<file path="src/hdl/uart_pkg.sv">
package uart_pkg;

  localparam int DATA_W = 9;
  localparam int DIV_W = 7;
  localparam int PRESC_W = 15;
  localparam int IRQ_W = 3;

  // register byte addresses
  localparam logic [11:0] ADDR_PRESCALER = 12'h000;
  localparam logic [11:0] ADDR_TX_MODE = 12'h004;
  localparam logic [11:0] ADDR_RX_MODE = 12'h008;
  localparam logic [11:0] ADDR_TX_SETUP = 12'h00C;
  localparam logic [11:0] ADDR_RX_SETUP = 12'h010;
  localparam logic [11:0] ADDR_TX_DATA = 12'h014;
  localparam logic [11:0] ADDR_RX_DATA = 12'h018;
  localparam logic [11:0] ADDR_TX_STATUS = 12'h01C;
  localparam logic [11:0] ADDR_RX_STATUS = 12'h020;
  localparam logic [11:0] ADDR_START = 12'h024;
  localparam logic [11:0] ADDR_STOP = 12'h028;
  localparam logic [11:0] ADDR_OUT_LEVEL = 12'h02C;
  localparam logic [11:0] ADDR_OUT_ENABLE = 12'h030;
  localparam logic [11:0] ADDR_IRQ_STATUS = 12'h034;
  localparam logic [11:0] ADDR_IRQ_MASK = 12'h038;

  // field positions
  localparam int MODE_CLK_SEL_BIT = 15;
  localparam int MODE_INV_BIT = 6;
  localparam int MODE_IRQ_MODE_BIT = 0;
  localparam int DIV_LSB = 9;
  localparam int PRESC1_LSB = 4;
  localparam int STAT_BFF_BIT = 0;
  localparam int STAT_BUSY_BIT = 6;
  localparam int STAT_OVF_BIT = 0;
  localparam int STAT_PE_BIT = 1;
  localparam int STAT_FE_BIT = 2;
  localparam int STAT_FULL_BIT = 5;
  localparam int IRQ_TX = 0;
  localparam int IRQ_RX_DONE = 1;
  localparam int IRQ_RX_ERR = 2;

  typedef enum logic [1:0] {PAR_NONE, PAR_ZERO, PAR_EVEN, PAR_ODD} parity_t;
  typedef enum logic [1:0] {LEN_7, LEN_8, LEN_9, LEN_RSV} len_t;

  typedef struct packed {
    logic rx_en;
    logic stop2;
    logic lsb_first;
    parity_t parity;
    len_t len;
  } cfg_t;

  typedef struct packed {
    logic [3:0] presc0_sel;
    logic [3:0] presc1_sel;
    logic tx_clk_sel;
    logic tx_irq_mode;
    logic tx_inv;
    logic rx_clk_sel;
    logic rx_irq_mode;
    logic rx_inv;
    cfg_t tx_cfg;
    cfg_t rx_cfg;
    logic [DIV_W-1:0] tx_div;
    logic [DIV_W-1:0] rx_div;
    logic [1:0] run;
    logic [1:0] out_level;
    logic [1:0] out_enable;
    logic [IRQ_W-1:0] irq_mask;
  } ctrl_t;

  localparam cfg_t CFG_RESET = 7'h01;
  localparam logic [1:0] OUT_LEVEL_RESET = 2'h3;

endpackage : uart_pkg

</file>
<file path="src/hdl/async_serial_rx_tx_channel.sv">
// Contract
// - writing transmit data while buffer valid replaces the pending word.
// - interrupt mode may change mid-transfer; last word then ends with end irq.
// - receive channel raises transfer-end interrupt only, never buffer-empty.
// - three error flags; errors raise their own interrupt apart from done.
// - 7, 8 or 9 bit characters; 9-bit word sits in data bits 0 to 8.
// - parity none, zero (not judged), even check or odd check.
// - line polarity selectable; inverted idles low with complemented data.
// - clock select 0 picks prescaler clock zero, 1 prescaler clock one.
// - output level and output enable registers do not affect reception.
// - bit rate is operation clock / (divider+1) / 2.
// - operation clock chosen by prescaler fields and mode bit 15.
`timescale 1ns/10ps
module async_serial_rx_tx_channel (
  input wire logic i_clock,
  input wire logic i_rst,
  input wire logic i_psel,
  input wire logic i_penable,
  input wire logic i_pwrite,
  input wire logic [11:0] i_paddr,
  input wire logic [31:0] i_pwdata,
  output logic [31:0] o_prdata,
  output logic o_pready,
  output logic o_pslverr,
  input wire logic i_serial_rx_pin,
  output logic o_tx_pin,
  output logic o_tx_oe,
  output logic o_irq,
  output logic o_receive_done_irq,
  output logic o_receive_error_irq
);

  typedef enum logic [2:0] {ST_IDLE, ST_START, ST_DATA, ST_PAR, ST_STOP}
    line_state_t;

  function automatic logic presc_tick(input logic [uart_pkg::PRESC_W-1:0] c,
                                      input logic [3:0] k);
    logic [15:0] m;
    m = (16'h0001 << k) - 16'h0001;
    return &(c | ~m[uart_pkg::PRESC_W-1:0]);
  endfunction : presc_tick

  function automatic logic [3:0] len_bits(input uart_pkg::len_t l);
    case (l)
      uart_pkg::LEN_7: len_bits = 4'h7;
      uart_pkg::LEN_9: len_bits = 4'h9;
      default: len_bits = 4'h8;
    endcase
  endfunction : len_bits

  function automatic logic [3:0] bit_pos(input logic [3:0] idx,
                                         input uart_pkg::len_t l,
                                         input logic lsb);
    bit_pos = lsb ? idx : len_bits(l) - 4'h1 - idx;
  endfunction : bit_pos

  uart_pkg::ctrl_t ctrl, next_ctrl;
  logic [uart_pkg::PRESC_W-1:0] presc, next_presc;
  logic [uart_pkg::IRQ_W-1:0] irq_st, next_irq_st;
  logic [31:0] rdata, next_rdata;
  logic slverr, next_slverr;
  logic acc, wr, rd;

  line_state_t tx_state, next_tx_state;
  logic [7:0] tx_cnt, next_tx_cnt;
  logic [3:0] tx_idx, next_tx_idx;
  logic [uart_pkg::DATA_W-1:0] tx_buf, next_tx_buf, tx_shift, next_tx_shift;
  logic tx_bff, next_tx_bff, tx_line, next_tx_line, tx_pin, next_tx_pin;
  logic tx_run, tx_optick, tx_bit_end, tx_empty_ev, tx_end_ev, tx_irq_clr;

  line_state_t rx_state, next_rx_state;
  logic [7:0] rx_cnt, next_rx_cnt;
  logic [3:0] rx_idx, next_rx_idx;
  logic [uart_pkg::DATA_W-1:0] rx_shift, next_rx_shift;
  logic [uart_pkg::DATA_W-1:0] rx_data, next_rx_data;
  logic [2:0] rx_flags, next_rx_flags, rx_err;
  logic rx_full, next_rx_full, rx_par, next_rx_par;
  logic rx_s1, rx_s2, rx_bit, rx_run, rx_optick, rx_half_end, rx_full_end;
  logic rx_done_ev;

  // zero-wait APB: read data is latched in the setup cycle
  assign acc = i_psel && i_penable;
  assign wr = acc && i_pwrite;
  assign rd = acc && !i_pwrite;
  assign o_pready = i_penable;
  assign o_prdata = rdata;
  assign o_pslverr = slverr && acc;

  assign tx_run = ctrl.run[0];
  assign rx_run = ctrl.run[1] && ctrl.rx_cfg.rx_en;
  // operation clock enables from the shared prescaler
  assign tx_optick = ctrl.tx_clk_sel ?
    presc_tick(presc, ctrl.presc1_sel) :
    presc_tick(presc, ctrl.presc0_sel);
  assign rx_optick = ctrl.rx_clk_sel ?
    presc_tick(presc, ctrl.presc1_sel) :
    presc_tick(presc, ctrl.presc0_sel);
  // a bit lasts 2*(div+1) operation clocks
  assign tx_bit_end = tx_optick && tx_cnt == {ctrl.tx_div, 1'b1};
  assign rx_full_end = rx_optick && rx_cnt == {ctrl.rx_div, 1'b1};
  assign rx_half_end = rx_optick && rx_cnt == {1'b0, ctrl.rx_div};

  always_comb begin
    next_ctrl = ctrl;
    next_presc = presc + 15'h0001;
    next_slverr = 1'b0;
    next_rdata = 32'h00000000;
    next_irq_st = irq_st;
    if (i_psel && !i_penable) begin
      case (i_paddr)
        uart_pkg::ADDR_PRESCALER:
          next_rdata = {24'h000000, ctrl.presc1_sel, ctrl.presc0_sel};
        uart_pkg::ADDR_TX_MODE: begin
          next_rdata[uart_pkg::MODE_CLK_SEL_BIT] = ctrl.tx_clk_sel;
          next_rdata[uart_pkg::MODE_INV_BIT] = ctrl.tx_inv;
          next_rdata[uart_pkg::MODE_IRQ_MODE_BIT] = ctrl.tx_irq_mode;
        end
        uart_pkg::ADDR_RX_MODE: begin
          next_rdata[uart_pkg::MODE_CLK_SEL_BIT] = ctrl.rx_clk_sel;
          next_rdata[uart_pkg::MODE_INV_BIT] = ctrl.rx_inv;
          next_rdata[uart_pkg::MODE_IRQ_MODE_BIT] = ctrl.rx_irq_mode;
        end
        uart_pkg::ADDR_TX_SETUP: next_rdata = {25'h0000000, ctrl.tx_cfg};
        uart_pkg::ADDR_RX_SETUP: next_rdata = {25'h0000000, ctrl.rx_cfg};
        uart_pkg::ADDR_TX_DATA:
          next_rdata = {16'h0000, ctrl.tx_div, tx_buf};
        uart_pkg::ADDR_RX_DATA:
          next_rdata = {16'h0000, ctrl.rx_div, rx_data};
        uart_pkg::ADDR_TX_STATUS: begin
          next_rdata[uart_pkg::STAT_BFF_BIT] = tx_bff;
          next_rdata[uart_pkg::STAT_BUSY_BIT] = tx_state != ST_IDLE;
        end
        uart_pkg::ADDR_RX_STATUS: begin
          next_rdata[2:0] = rx_flags;
          next_rdata[uart_pkg::STAT_FULL_BIT] = rx_full;
          next_rdata[uart_pkg::STAT_BUSY_BIT] = rx_state != ST_IDLE;
        end
        uart_pkg::ADDR_START, uart_pkg::ADDR_STOP:
          next_rdata = {30'h00000000, ctrl.run};
        uart_pkg::ADDR_OUT_LEVEL: next_rdata = {30'h00000000, ctrl.out_level};
        uart_pkg::ADDR_OUT_ENABLE:
          next_rdata = {30'h00000000, ctrl.out_enable};
        uart_pkg::ADDR_IRQ_STATUS: next_rdata = {29'h00000000, irq_st};
        uart_pkg::ADDR_IRQ_MASK: next_rdata = {29'h00000000, ctrl.irq_mask};
        default: next_slverr = 1'b1;
      endcase
    end else begin
      next_slverr = slverr;
    end
    if (wr) begin
      case (i_paddr)
        uart_pkg::ADDR_PRESCALER: begin
          next_ctrl.presc0_sel = i_pwdata[3:0];
          next_ctrl.presc1_sel = i_pwdata[uart_pkg::PRESC1_LSB +: 4];
        end
        uart_pkg::ADDR_TX_MODE: begin
          next_ctrl.tx_clk_sel = i_pwdata[uart_pkg::MODE_CLK_SEL_BIT];
          next_ctrl.tx_inv = i_pwdata[uart_pkg::MODE_INV_BIT];
          // accepted at any time, also mid-frame
          next_ctrl.tx_irq_mode = i_pwdata[uart_pkg::MODE_IRQ_MODE_BIT];
        end
        uart_pkg::ADDR_RX_MODE: begin
          next_ctrl.rx_clk_sel = i_pwdata[uart_pkg::MODE_CLK_SEL_BIT];
          next_ctrl.rx_inv = i_pwdata[uart_pkg::MODE_INV_BIT];
          next_ctrl.rx_irq_mode = i_pwdata[uart_pkg::MODE_IRQ_MODE_BIT];
        end
        uart_pkg::ADDR_TX_SETUP:
          next_ctrl.tx_cfg = uart_pkg::cfg_t'(i_pwdata[6:0]);
        uart_pkg::ADDR_RX_SETUP:
          next_ctrl.rx_cfg = uart_pkg::cfg_t'(i_pwdata[6:0]);
        uart_pkg::ADDR_TX_DATA:
          next_ctrl.tx_div = i_pwdata[uart_pkg::DIV_LSB +: uart_pkg::DIV_W];
        uart_pkg::ADDR_RX_DATA:
          next_ctrl.rx_div = i_pwdata[uart_pkg::DIV_LSB +: uart_pkg::DIV_W];
        uart_pkg::ADDR_START: next_ctrl.run = ctrl.run | i_pwdata[1:0];
        uart_pkg::ADDR_STOP: next_ctrl.run = ctrl.run & ~i_pwdata[1:0];
        uart_pkg::ADDR_OUT_LEVEL: next_ctrl.out_level = i_pwdata[1:0];
        uart_pkg::ADDR_OUT_ENABLE: next_ctrl.out_enable = i_pwdata[1:0];
        uart_pkg::ADDR_IRQ_STATUS:
          next_irq_st = irq_st & ~i_pwdata[uart_pkg::IRQ_W-1:0];
        uart_pkg::ADDR_IRQ_MASK:
          next_ctrl.irq_mask = i_pwdata[uart_pkg::IRQ_W-1:0];
        default: next_irq_st = irq_st;
      endcase
    end
    // events win over a clear in the same cycle
    next_irq_st[uart_pkg::IRQ_TX] = next_irq_st[uart_pkg::IRQ_TX] |
                                    tx_empty_ev | tx_end_ev;
    // receive channel never raises buffer-empty; mode bit is ignored
    next_irq_st[uart_pkg::IRQ_RX_DONE] =
      next_irq_st[uart_pkg::IRQ_RX_DONE] | rx_done_ev;
    next_irq_st[uart_pkg::IRQ_RX_ERR] =
      next_irq_st[uart_pkg::IRQ_RX_ERR] | (rx_done_ev && |rx_err);
  end

  always_ff @(posedge i_clock) begin
    if (i_rst) begin
      ctrl <= '{tx_cfg: uart_pkg::CFG_RESET, rx_cfg: uart_pkg::CFG_RESET,
                out_level: uart_pkg::OUT_LEVEL_RESET, default: '0};
      presc <= '0;
      irq_st <= '0;
      rdata <= '0;
      slverr <= 1'b0;
    end else begin
      ctrl <= next_ctrl;
      presc <= next_presc;
      irq_st <= next_irq_st;
      rdata <= next_rdata;
      slverr <= next_slverr;
    end
  end

  assign o_irq = |(irq_st & ctrl.irq_mask);
  assign o_receive_done_irq = irq_st[uart_pkg::IRQ_RX_DONE] &&
                              ctrl.irq_mask[uart_pkg::IRQ_RX_DONE];
  assign o_receive_error_irq = irq_st[uart_pkg::IRQ_RX_ERR] &&
                               ctrl.irq_mask[uart_pkg::IRQ_RX_ERR];

  // transmitter
  always_comb begin
    next_tx_state = tx_state;
    next_tx_cnt = tx_cnt;
    next_tx_idx = tx_idx;
    next_tx_shift = tx_shift;
    next_tx_line = tx_line;
    next_tx_buf = tx_buf;
    next_tx_bff = tx_bff;
    tx_empty_ev = 1'b0;
    tx_end_ev = 1'b0;
    if (tx_state != ST_IDLE && tx_optick)
      next_tx_cnt = tx_bit_end ? 8'h00 : tx_cnt + 8'h01;
    case (tx_state)
      ST_IDLE: begin
        next_tx_line = 1'b1;
        if (tx_run && tx_bff) begin
          next_tx_shift = tx_buf;
          next_tx_bff = 1'b0;
          next_tx_state = ST_START;
          next_tx_cnt = 8'h00;
          next_tx_line = 1'b0;
          tx_empty_ev = ctrl.tx_irq_mode;
        end
      end
      ST_START: if (tx_bit_end) begin
        next_tx_state = ST_DATA;
        next_tx_idx = 4'h0;
        next_tx_line = tx_shift[bit_pos(4'h0, ctrl.tx_cfg.len,
                                        ctrl.tx_cfg.lsb_first)];
      end
      ST_DATA: if (tx_bit_end) begin
        if (tx_idx == len_bits(ctrl.tx_cfg.len) - 4'h1) begin
          next_tx_idx = 4'h0;
          case (ctrl.tx_cfg.parity)
            uart_pkg::PAR_NONE: begin
              next_tx_state = ST_STOP;
              next_tx_line = 1'b1;
            end
            uart_pkg::PAR_ZERO: begin
              next_tx_state = ST_PAR;
              next_tx_line = 1'b0;
            end
            uart_pkg::PAR_EVEN: begin
              next_tx_state = ST_PAR;
              next_tx_line = ^(tx_shift & ~(9'h1FF <<
                               len_bits(ctrl.tx_cfg.len)));
            end
            default: begin
              next_tx_state = ST_PAR;
              next_tx_line = ~^(tx_shift & ~(9'h1FF <<
                                len_bits(ctrl.tx_cfg.len)));
            end
          endcase
        end else begin
          next_tx_idx = tx_idx + 4'h1;
          next_tx_line = tx_shift[bit_pos(tx_idx + 4'h1, ctrl.tx_cfg.len,
                                          ctrl.tx_cfg.lsb_first)];
        end
      end
      ST_PAR: if (tx_bit_end) begin
        next_tx_state = ST_STOP;
        next_tx_idx = 4'h0;
        next_tx_line = 1'b1;
      end
      ST_STOP: if (tx_bit_end) begin
        if (ctrl.tx_cfg.stop2 && tx_idx == 4'h0) begin
          next_tx_idx = 4'h1;
        end else begin
          next_tx_state = ST_IDLE;
          // mode bit read live, so a late switch still ends with this
          tx_end_ev = !ctrl.tx_irq_mode;
        end
      end
      default: next_tx_state = ST_IDLE;
    endcase
    if (!tx_run) begin
      next_tx_state = ST_IDLE;
      next_tx_line = 1'b1;
    end
    // a new word replaces a pending unsent one
    if (wr && i_paddr == uart_pkg::ADDR_TX_DATA) begin
      next_tx_buf = i_pwdata[uart_pkg::DATA_W-1:0];
      next_tx_bff = 1'b1;
    end
    // idle high, or low with data complemented when inverted
    next_tx_pin = tx_run ? next_tx_line ^ ctrl.tx_inv :
                  ctrl.out_level[0];
  end

  always_ff @(posedge i_clock) begin
    if (i_rst) begin
      tx_state <= ST_IDLE;
      tx_cnt <= '0;
      tx_idx <= '0;
      tx_shift <= '0;
      tx_buf <= '0;
      tx_bff <= 1'b0;
      tx_line <= 1'b1;
      tx_pin <= 1'b1;
    end else begin
      tx_state <= next_tx_state;
      tx_cnt <= next_tx_cnt;
      tx_idx <= next_tx_idx;
      tx_shift <= next_tx_shift;
      tx_buf <= next_tx_buf;
      tx_bff <= next_tx_bff;
      tx_line <= next_tx_line;
      tx_pin <= next_tx_pin;
    end
  end

  assign o_tx_pin = tx_pin;
  assign o_tx_oe = ctrl.out_enable[0];

  // receiver; pin sampled through two flops, output registers unused here
  assign rx_bit = rx_s2 ^ ctrl.rx_inv;

  always_comb begin
    next_rx_state = rx_state;
    next_rx_cnt = rx_cnt;
    next_rx_idx = rx_idx;
    next_rx_shift = rx_shift;
    next_rx_par = rx_par;
    next_rx_data = rx_data;
    next_rx_flags = rx_flags;
    next_rx_full = rx_full;
    rx_done_ev = 1'b0;
    rx_err = 3'h0;
    if (rx_state != ST_IDLE && rx_optick)
      next_rx_cnt = rx_full_end ? 8'h00 : rx_cnt + 8'h01;
    case (rx_state)
      ST_IDLE: if (!rx_bit) begin
        next_rx_state = ST_START;
        next_rx_cnt = 8'h00;
      end
      ST_START: if (rx_half_end) begin
        next_rx_cnt = 8'h00;
        next_rx_idx = 4'h0;
        next_rx_par = 1'b0;
        next_rx_shift = '0;
        next_rx_state = rx_bit ? ST_IDLE : ST_DATA;
      end
      ST_DATA: if (rx_full_end) begin
        next_rx_shift[bit_pos(rx_idx, ctrl.rx_cfg.len,
                              ctrl.rx_cfg.lsb_first)] = rx_bit;
        next_rx_par = rx_par ^ rx_bit;
        next_rx_idx = rx_idx + 4'h1;
        if (rx_idx == len_bits(ctrl.rx_cfg.len) - 4'h1)
          next_rx_state = ctrl.rx_cfg.parity == uart_pkg::PAR_NONE ?
                          ST_STOP : ST_PAR;
      end
      ST_PAR: if (rx_full_end) begin
        next_rx_par = rx_par ^ rx_bit;
        next_rx_state = ST_STOP;
      end
      ST_STOP: if (rx_full_end) begin
        rx_done_ev = 1'b1;
        rx_err[uart_pkg::STAT_FE_BIT] = !rx_bit;
        rx_err[uart_pkg::STAT_OVF_BIT] = rx_full;
        // zero parity is taken but never judged
        rx_err[uart_pkg::STAT_PE_BIT] =
          (ctrl.rx_cfg.parity == uart_pkg::PAR_EVEN && rx_par) ||
          (ctrl.rx_cfg.parity == uart_pkg::PAR_ODD && !rx_par);
        next_rx_data = rx_shift;
        next_rx_state = ST_IDLE;
      end
      default: next_rx_state = ST_IDLE;
    endcase
    if (!rx_run)
      next_rx_state = ST_IDLE;
    if (rd && i_paddr == uart_pkg::ADDR_RX_DATA)
      next_rx_full = 1'b0;
    if (wr && i_paddr == uart_pkg::ADDR_RX_STATUS)
      next_rx_flags = rx_flags & ~i_pwdata[2:0];
    next_rx_flags = next_rx_flags | rx_err;
    next_rx_full = next_rx_full | rx_done_ev;
  end

  always_ff @(posedge i_clock) begin
    if (i_rst) begin
      rx_s1 <= 1'b1;
      rx_s2 <= 1'b1;
      rx_state <= ST_IDLE;
      rx_cnt <= '0;
      rx_idx <= '0;
      rx_shift <= '0;
      rx_par <= 1'b0;
      rx_data <= '0;
      rx_flags <= '0;
      rx_full <= 1'b0;
    end else begin
      rx_s1 <= i_serial_rx_pin;
      rx_s2 <= rx_s1;
      rx_state <= next_rx_state;
      rx_cnt <= next_rx_cnt;
      rx_idx <= next_rx_idx;
      rx_shift <= next_rx_shift;
      rx_par <= next_rx_par;
      rx_data <= next_rx_data;
      rx_flags <= next_rx_flags;
      rx_full <= next_rx_full;
    end
  end

  property p_overwrite;
    @(posedge i_clock) disable iff (i_rst)
    (wr && i_paddr == uart_pkg::ADDR_TX_DATA) |=>
      tx_bff && tx_buf == $past(i_pwdata[8:0]);
  endproperty
  a_overwrite: assert property (p_overwrite)
    else $error("transmit word not replaced");

  // a stop that aborts the frame is no transfer end
  assign tx_irq_clr = wr && i_paddr == uart_pkg::ADDR_IRQ_STATUS &&
                      i_pwdata[uart_pkg::IRQ_TX];

  property p_tx_irq_kind;
    @(posedge i_clock) disable iff (i_rst)
    (tx_state == ST_STOP && next_tx_state == ST_IDLE && tx_run) |=>
      irq_st[uart_pkg::IRQ_TX] == (!$past(ctrl.tx_irq_mode) ||
        ($past(irq_st[uart_pkg::IRQ_TX]) && !$past(tx_irq_clr)));
  endproperty
  a_tx_irq_kind: assert property (p_tx_irq_kind)
    else $error("end interrupt does not follow live mode bit");

  property p_rx_done_only;
    @(posedge i_clock) disable iff (i_rst)
    $rose(irq_st[uart_pkg::IRQ_RX_DONE]) |-> $past(rx_state) == ST_STOP;
  endproperty
  a_rx_done_only: assert property (p_rx_done_only)
    else $error("receive interrupt outside frame end");

  property p_err_irq;
    @(posedge i_clock) disable iff (i_rst)
    (rx_done_ev && |rx_err) |=>
      irq_st[uart_pkg::IRQ_RX_ERR] && (rx_flags & $past(rx_err)) != 3'h0;
  endproperty
  a_err_irq: assert property (p_err_irq)
    else $error("receive error not flagged");

  property p_rx_word;
    @(posedge i_clock) disable iff (i_rst)
    rx_done_ev |=> rx_full && rx_data == $past(rx_shift);
  endproperty
  a_rx_word: assert property (p_rx_word)
    else $error("received word not stored");

  property p_zero_par;
    @(posedge i_clock) disable iff (i_rst)
    (rx_done_ev && ctrl.rx_cfg.parity inside
      {uart_pkg::PAR_NONE, uart_pkg::PAR_ZERO}) |-> !rx_err[1];
  endproperty
  a_zero_par: assert property (p_zero_par)
    else $error("parity judged in no-check mode");

  property p_idle_level;
    @(posedge i_clock) disable iff (i_rst)
    (tx_run && tx_state == ST_IDLE && !tx_bff) |=>
      o_tx_pin == !$past(ctrl.tx_inv);
  endproperty
  a_idle_level: assert property (p_idle_level)
    else $error("wrong idle line level");

  property p_bit_count;
    @(posedge i_clock) disable iff (i_rst)
    (tx_run && tx_state != ST_IDLE && tx_optick && !tx_bit_end) |=>
      tx_cnt == $past(tx_cnt) + 8'h01;
  endproperty
  a_bit_count: assert property (p_bit_count)
    else $error("bit timer not advancing");

  property p_fe;
    @(posedge i_clock) disable iff (i_rst)
    (rx_state == ST_STOP && rx_full_end && !rx_bit && rx_run) |=>
      rx_flags[uart_pkg::STAT_FE_BIT];
  endproperty
  a_fe: assert property (p_fe)
    else $error("framing error missed");

endmodule : async_serial_rx_tx_channel

</file>
<file path="config.mk">
export PLATFORM = sky130hd
export DESIGN_NAME = async_serial_rx_tx_channel
export DESIGN_NICKNAME = d
export VERILOG_FILES = /design/src/hdl/uart_pkg.sv /design/src/hdl/async_serial_rx_tx_channel.sv
export SDC_FILE = /design/constraint.sdc
export NUM_CORES = 1
export LEC_CHECK = 0
export BUFFER_PORTS_ARGS = -buffer_cell sky130_fd_sc_hd__buf_2
export CAP_MARGIN = 20
export CORE_MARGIN = 8
export CORE_UTILIZATION = 40
export DETAILED_ROUTE_END_ITERATION = 10
export GPL_ROUTABILITY_DRIVEN = 0
export PLACE_DENSITY = 0.64
export SYNTH_ARGS = -nofsm -noshare
export SYNTH_HDL_FRONTEND = slang
export SYNTH_SLANG_ARGS = --single-unit
</file>
<file path="constraint.sdc">
create_clock -name i_clock -period 11.21 [get_ports i_clock]
set_clock_uncertainty 0.2 [all_clocks]
set_input_delay 1.121 -clock i_clock [delete_from_list [all_inputs] [get_ports i_clock]]
set_output_delay 1.121 -clock i_clock [all_outputs]
set_load 0.01 [all_outputs]
</file>
# Yosys cells after proc, flatten, opt, wreduce, memory -nomap -nowiden
# Cells that the tools add are included.
# totals
reg_bits	178
latch_bits	0
mem_bits_rw	0
mem_bits_ro	0
input_bits	50
out_inout_bits	39
word_cells	327
memories	0
# classes
addsub	13
multipliers	0
div_mod_pow	0
n_lt_le_gt_ge	4
eq_ne	49
shift	4
muxes	106
bitwise	27
reduce_logical	77
# ops
op	count
$mux 4	26
$eq 12x6->1 const B	7
$mux 8	8
$mux 3	20
$eq 12x5->1 const B	4
$not 15->15	2
$or 15x15->15	2
$pmux 3 s5	2
$reduce_and 15->1	2
$shl 1x4->15 const A	2
$sub 15x1->15 const B	2
$ne 2x2->1 const B	14
$reduce_and 2->1	14
$mux 1	26
$eq 12x4->1 const B	2
$pmux 4 s2	3
$pmux 8 s3	1
$logic_and 1x1->1	22
$pmux 2 s11	1
$and 9x9->9	2
$mux 9	2
$not 9->9	2
$pmux 9 s2	1
$shl 9x4->9 const A	2
57 further kinds	111

# Depth between registers and ports, before layout
# logic_depth
depth_word	25
depth_mapped	16
mapped_depth_nobuf	12

# Worst setup path before layout
# Ideal clock, no wire load.
# synth_timing
path_type	register -> register
startpoint	register ctrl[50] (netlist bit)
endpoint	register tx_idx[2]
setup_time_ns	0.070
arrival_ns	3.414
required_time_ns	10.940
slack_ns	7.525
path_stages_with_launch	14
n_path_buf	3
period_less_slack_ns	3.685
cell_sequence	dfxtp_1 -> buf_6 -> clkbuf_1 -> nand3b_1 -> ha_1 -> buf_2 -> nand4b_1 -> o221a_1 -> o2111ai_1 -> or4_1 -> or4_4 -> a221o_1 -> or4_1 -> a21oi_1
# synth_between
elab_chain_cells	9
elab_cells_between_ends	11
cone_classes	add/sub: 1; eq/ne: 3; shift: 1; mux: 1; bitwise: 2; reduce/logical: 3
# synth_rtl
element	line	source
start, declared	async_serial_rx_tx_channel.sv:57	uart_pkg::ctrl_t ctrl, next_ctrl;
start signal, assigned	async_serial_rx_tx_channel.sv:198	ctrl <= '{tx_cfg: uart_pkg::CFG_RESET, rx_cfg: uart_pkg::CFG_RESET,
start signal, assigned	async_serial_rx_tx_channel.sv:205	ctrl <= next_ctrl;
$shl 1x4->15 (*)	async_serial_rx_tx_channel.sv:39	m = (16'h0001 << k) - 16'h0001;
$sub 15x1->15 (*)	async_serial_rx_tx_channel.sv:39	
$not 15->15 (*)	async_serial_rx_tx_channel.sv:40	return &(c | ~m[uart_pkg::PRESC_W-1:0]);
$or 15x15->15 (*)	async_serial_rx_tx_channel.sv:40	
$reduce_and 15->1 (*)	async_serial_rx_tx_channel.sv:40	
$mux 1 (*)	async_serial_rx_tx_channel.sv:92	assign tx_optick = ctrl.tx_clk_sel ?
$logic_and 1x1->1 (*)	async_serial_rx_tx_channel.sv:99	assign tx_bit_end = tx_optick && tx_cnt == {ctrl.tx_div, 1'b1};
$ne 2x1->1 (no line) or $ne 2x2->1 (tied branches)	-	
$reduce_and 5->1 (no line) (*)	-	
end signal, assigned	async_serial_rx_tx_channel.sv:322	tx_idx <= next_tx_idx;
end, declared	async_serial_rx_tx_channel.sv:66	logic [3:0] tx_idx, next_tx_idx;
# Mark *: on every way between the ends. The rest lies on a longest branch, timed or not.
# A chain may end at the register's enable or synchronous reset.

# Final worst setup path
# layout_timing
startpoint	register ctrl[50] (netlist bit)
endpoint	register rx_shift[2] (netlist bit)
# layout_between
elab_chain_cells	9
elab_cells_between_ends	11
cone_classes	add/sub: 1; eq/ne: 2; shift: 1; mux: 1; bitwise: 2; reduce/logical: 4
# layout_rtl
element	line	source
$shl 1x4->15 (*)	async_serial_rx_tx_channel.sv:39	
$sub 15x1->15 (*)	async_serial_rx_tx_channel.sv:39	
$not 15->15 (*)	async_serial_rx_tx_channel.sv:40	
$or 15x15->15 (*)	async_serial_rx_tx_channel.sv:40	
$reduce_and 15->1 (*)	async_serial_rx_tx_channel.sv:40	
$mux 1 (*)	async_serial_rx_tx_channel.sv:95	assign rx_optick = ctrl.rx_clk_sel ?
$logic_and 1x1->1 (on tied branches)	async_serial_rx_tx_channel.sv:100, async_serial_rx_tx_channel.sv:101	
$ne 2x2->1 (no line)	-	
$reduce_and 3->1 (no line) (*)	-	
end signal, assigned	async_serial_rx_tx_channel.sv:416	rx_shift <= next_rx_shift;
end, declared	async_serial_rx_tx_channel.sv:74	logic [uart_pkg::DATA_W-1:0] rx_shift, next_rx_shift;
# Marks and branches as above.

==> run_results.csv <==
group,metric,value,unit
clocking,cts_sinks,162,
sta,hold_violations,0,
finish,nFillCells,2229,
routing,route.detailed.wl_per_inst,17.8,um
power,p_leak,3.47,nW
sta,rsz0062_at_grt,"no",
clocking,clk_latency,0.44,ns
routing,drt-pass1-iter-count,5,
worst_setup_path,worst_path_largest_cell_delay,0.79,ns
global_routing,grt_pass1_wl,42200,um
worst_setup_path,critical_path_arrival,4.77,ns
worst_setup_path,crit_top_cell,"or4_1",
finish,syn_to_final_growth,11.5,%
sta,worst_pin_slew,1.11,ns
clocking,cts_tree,"built",
routing,highest_layer,"met4",
routing,drt-met1-wl,11300,um
routing,route.met2.wl,12600,um
global_routing,antenna_found_initial,0,
power,swShare,22.9,%
sta,setup_tns,0,ns
power,irDropWorstVdd,95.0,uV
global_routing,grt_overflow,0,
power,intPower,974,uW
clocking,clk_path_buf_depth,2,
global_routing,grt_pass1_vias,7863,
finish,antennaDiodeCount,0,
run,cap_violations,0,
worst_setup_path,startpoint,"ctrl[50]",
routing,wl,26100,um
clocking,htree_levels,4,
sta,finalSetupViolations,0,
power,p_per_area,126,nW/um^2
routing,drcViolationCount,0,
yosys,avgSynthCellArea,7.84,sq um
yosys,synth_top_family_by_area,"simple AND/OR/NAND/NOR gates",
yosys,synth.yosys.seq_area_share,36.1,%
floorplanning,coreArea,22400,sq um
floorplanning,ioPinCount,89,
worst_setup_path,reg2reg_slack,6.54,ns
yosys,synth_warnings,0,
sta,slew_headroom,25.2,%
floorplanning,start_util,40.2,%
placed_design,hpwl,19000,um
finish,seq_area,3240,sq um
worst_setup_path,worstPathCellList,"nor2_4, nand2_1, ha_1, xor2_1, or4_1, o2111ai_1, or4_1, or4_1, a21oi_1, nand3_1, mux2i_1",
worst_setup_path,endpoint,"rx_shift[2]",
worst_setup_path,required,11.32,ns
finish,drive_gt1_share,10.2,%
power,comb_power_share,3.1,%
floorplanning,fp.dieArea,27500,sq um
finish,fin_nets,1229,
floorplanning,fp.dieW,166,um
worst_setup_path,reg2reg_to,"rx_shift[2]",
power,power.switching,290,uW
finish,multi_input_area,5280,sq um
yosys,synthXorXnorAreaFrac,6.06,%
yosys,async_reset_ff_share,0,%
global_routing,grt_max_degree,92,
worst_setup_path,endpoint_kind,"register",
worst_setup_path,cp-start-kind,"register",
routing,ant_nets,0,
yosys,ys_ff_latch,162,
worst_setup_path,crit_path_max_fanout,18,
outcome,status,"completed",
worst_setup_path,slowest_stage,"dfxtp_1",
power,p_seq_share,45.8,%
worst_setup_path,worstRegToRegCells,11,
yosys,yosys.area_share.simple,26.0,%
clocking,cts_buffers,17,
power,clockPowerShare,51.2,%
routing,vias,8495,
sta,post-route-period-util,41.6,%
clocking,root_buffer,"clkbuf_16",
finish,postLayoutCoreUtil,44.8,%
floorplanning,placementRows,55,
finish,stdcell_count,1461,
min_path,hold_class,"reg -> reg",
yosys,synth_mux_area_share,4.76,%
yosys,synth_edf_count,0,
sta,layout_min_cycle_time,4.67,ns
yosys,synthesis.area,8980,sq um
routing,drt_iter0_markers,800,
worst_setup_path,crit_type,"reg -> reg",
yosys,synthFlopType,"dfxtp_1",
clocking,postCtsSetupBuffers,0,
clocking,ctsResizeCount,0,
floorplanning,dieHeight,166,um
sta,fmax,214,MHz
placed_design,portBuffers,56,
routing,met3WireLength,1720,um
global_routing,grt_usage,18.6,%
yosys,synthAdderAreaFrac,2.40,%
yosys,ys_types,74,
placed_design,placedCellCount,1429,
clocking,clkTransAtPathRegs,0.07,ns
worst_setup_path,rr_startpoint,"ctrl[50]",
routing,vias_per_cell,5.81,
clocking,ctsHoldBuffers,0,
yosys,synth_cells,1146,
sta,slew_violations,0,
yosys,synth_compound_area_share,18.8,%
## synthesized netlist by cell type, types with 3 or more instances
master | count | share of area [%]
a2111oi_0 | 3 | 0.29
a211o_1 | 3 | 0.29
a211oi_1 | 19 | 1.6
a21boi_0 | 3 | 0.25
a21o_1 | 4 | 0.33
a21oi_1 | 104 | 5.8
a221oi_1 | 6 | 0.58
a222oi_1 | 5 | 0.56
a22o_1 | 5 | 0.49
a22oi_1 | 20 | 1.7
a31oi_1 | 10 | 0.70
and2_1 | 14 | 0.97
and3_1 | 8 | 0.56
and4_1 | 6 | 0.58
buf_2 | 6 | 0.33
buf_4 | 18 | 1.5
clkbuf_1 | 56 | 2.3
dfxtp_1 | 162 | 36
ha_1 | 14 | 1.9
inv_1 | 32 | 1.3
mux2i_1 | 36 | 4.0
nand2_1 | 162 | 6.8
nand2b_1 | 12 | 0.84
nand3_1 | 49 | 2.7
nand3b_1 | 6 | 0.50
nand4_1 | 19 | 1.3
nor2_1 | 103 | 4.3
nor2b_1 | 11 | 0.77
nor3_1 | 30 | 1.7
nor3b_1 | 5 | 0.42
nor4_1 | 9 | 0.63
nor4b_1 | 5 | 0.49
o211ai_1 | 4 | 0.33
o21ai_0 | 43 | 2.4
o21bai_1 | 3 | 0.25
o22ai_1 | 6 | 0.42
o31ai_1 | 8 | 0.67
or2_2 | 10 | 0.70
or3_1 | 20 | 1.4
or4_1 | 6 | 0.50
xnor2_1 | 39 | 3.8
xor2_1 | 18 | 1.8
## worst max-delay path: cells and delay by family (launching register included)
kind	cells	cell delay, ns
AO/OA/AOI/OAI	2	0.82
XOR/XNOR	1	0.18
adder cells (fa/ha/maj)	1	0.54
flip-flops	1	0.79
multiplexers	1	0.18
AND/OR/NAND/NOR	6	1.83
## how the worst min path moves through the flow
stage | depth (start not counted) | from | to | slack (ns)
finish | 1 | rx_s1 | rx_s2 | 0.21
CTS | 1 | rx_s1 | rx_s2 | 0.22
floorplan | 1 | rx_s1 | rx_s2 | 0.19
detailed placement | 1 | rx_s1 | rx_s2 | 0.21
global placement | 1 | rx_s1 | rx_s2 | 0.19
global route | 1 | rx_s1 | rx_s2 | 0.25
## flip-flops by register name (all words and copies together) (netlist names), 3 cells and up, named ones only
| register | count |
|---|---|
| irq_st | 3 |
| rx_state | 3 |
| rx_flags | 3 |
| rx_idx | 4 |
| tx_idx | 4 |
| tx_shift | 9 |
| presc | 15 |
| rx_cnt | 8 |
| tx_buf | 9 |
| rx_data | 9 |
| o_prdata | 16 |
| ctrl | 48 |
| tx_state | 3 |
| tx_cnt | 8 |
| rx_shift | 9 |
## cell type report
type                       instances  area share, %
multi-input combinational        882           52.7
timing repair buffer              66           3.57
clock buffer                      18           4.38
clock inverter                    14           2.12
tap                              285           3.56
inverter                          34           1.27
sequential                       162           32.4
## per-layer routing
| metal | global-route usage [%] | up-vias |
|---|---|---|
| met5 | 0 | - |
| met4 | 5.69 | 0 |
| met3 | 3.57 | 53 |
| met2 | 31.6 | 328 |
| met1 | 23.5 | 4024 |
| li1 | - | 4090 |
## power by group through the flow
| stage | combinational [mW] | clock (mW) | sequential, mW |
|---|---|---|---|
| 2_1_floorplan | 0.0263 | 0 | 0.591 |
| 3_3_place_gp | 0.0379 | 0 | 0.592 |
| 3_5_place_dp | 0.0380 | 0 | 0.592 |
| 4_1_cts | 0.0380 | 0.655 | 0.579 |
| 5_1_grt | 0.0415 | 0.678 | 0.579 |
| 6_report | 0.0386 | 0.647 | 0.579 |
## layout by cell type (no fill, tap or decap), types with 12 or more instances in the layout
cell,instances
nand2_1,162
a211oi_1,19
buf_2,55
or3_1,20
clkbuf_16,17
a22oi_1,20
nand2b_1,12
and2_1,14
a21oi_1,104
nor3_1,29
xor2_1,18
conb_1,16
mux2i_1,36
nand4_1,19
o21ai_0,43
xnor2_1,39
inv_1,32
nor2_1,103
nand3_1,49
dfxtp_1,162
ha_1,14
## logic make-up (layout without fill, tap and decap cells)
logic type	after synthesis	after routing
and+or+nand+nor	483	483
xor gates and xnor gates	59	59
adders and majority gates	16	16
AOI/OAI and AO/OA	268	268
buffers and inverters	117	132
other	1	16
DFF	162	162
muxes	40	40
## per-stage QoR
step | worst slack, ns | hold slack (ns) | power [mW] | cell area (sq um)
floorplan | 7.53 | 0.189 | 0.617 | 9040
global placement | 6.60 | 0.195 | 0.630 | 9370
detailed placement | 6.59 | 0.205 | 0.630 | 9370
CTS | 6.54 | 0.221 | 1.27 | 10000
global route | 6.24 | 0.248 | 1.30 | 10000
finish | 6.54 | 0.214 | 1.26 | 10000
Power figures use the tool's default switching activity.
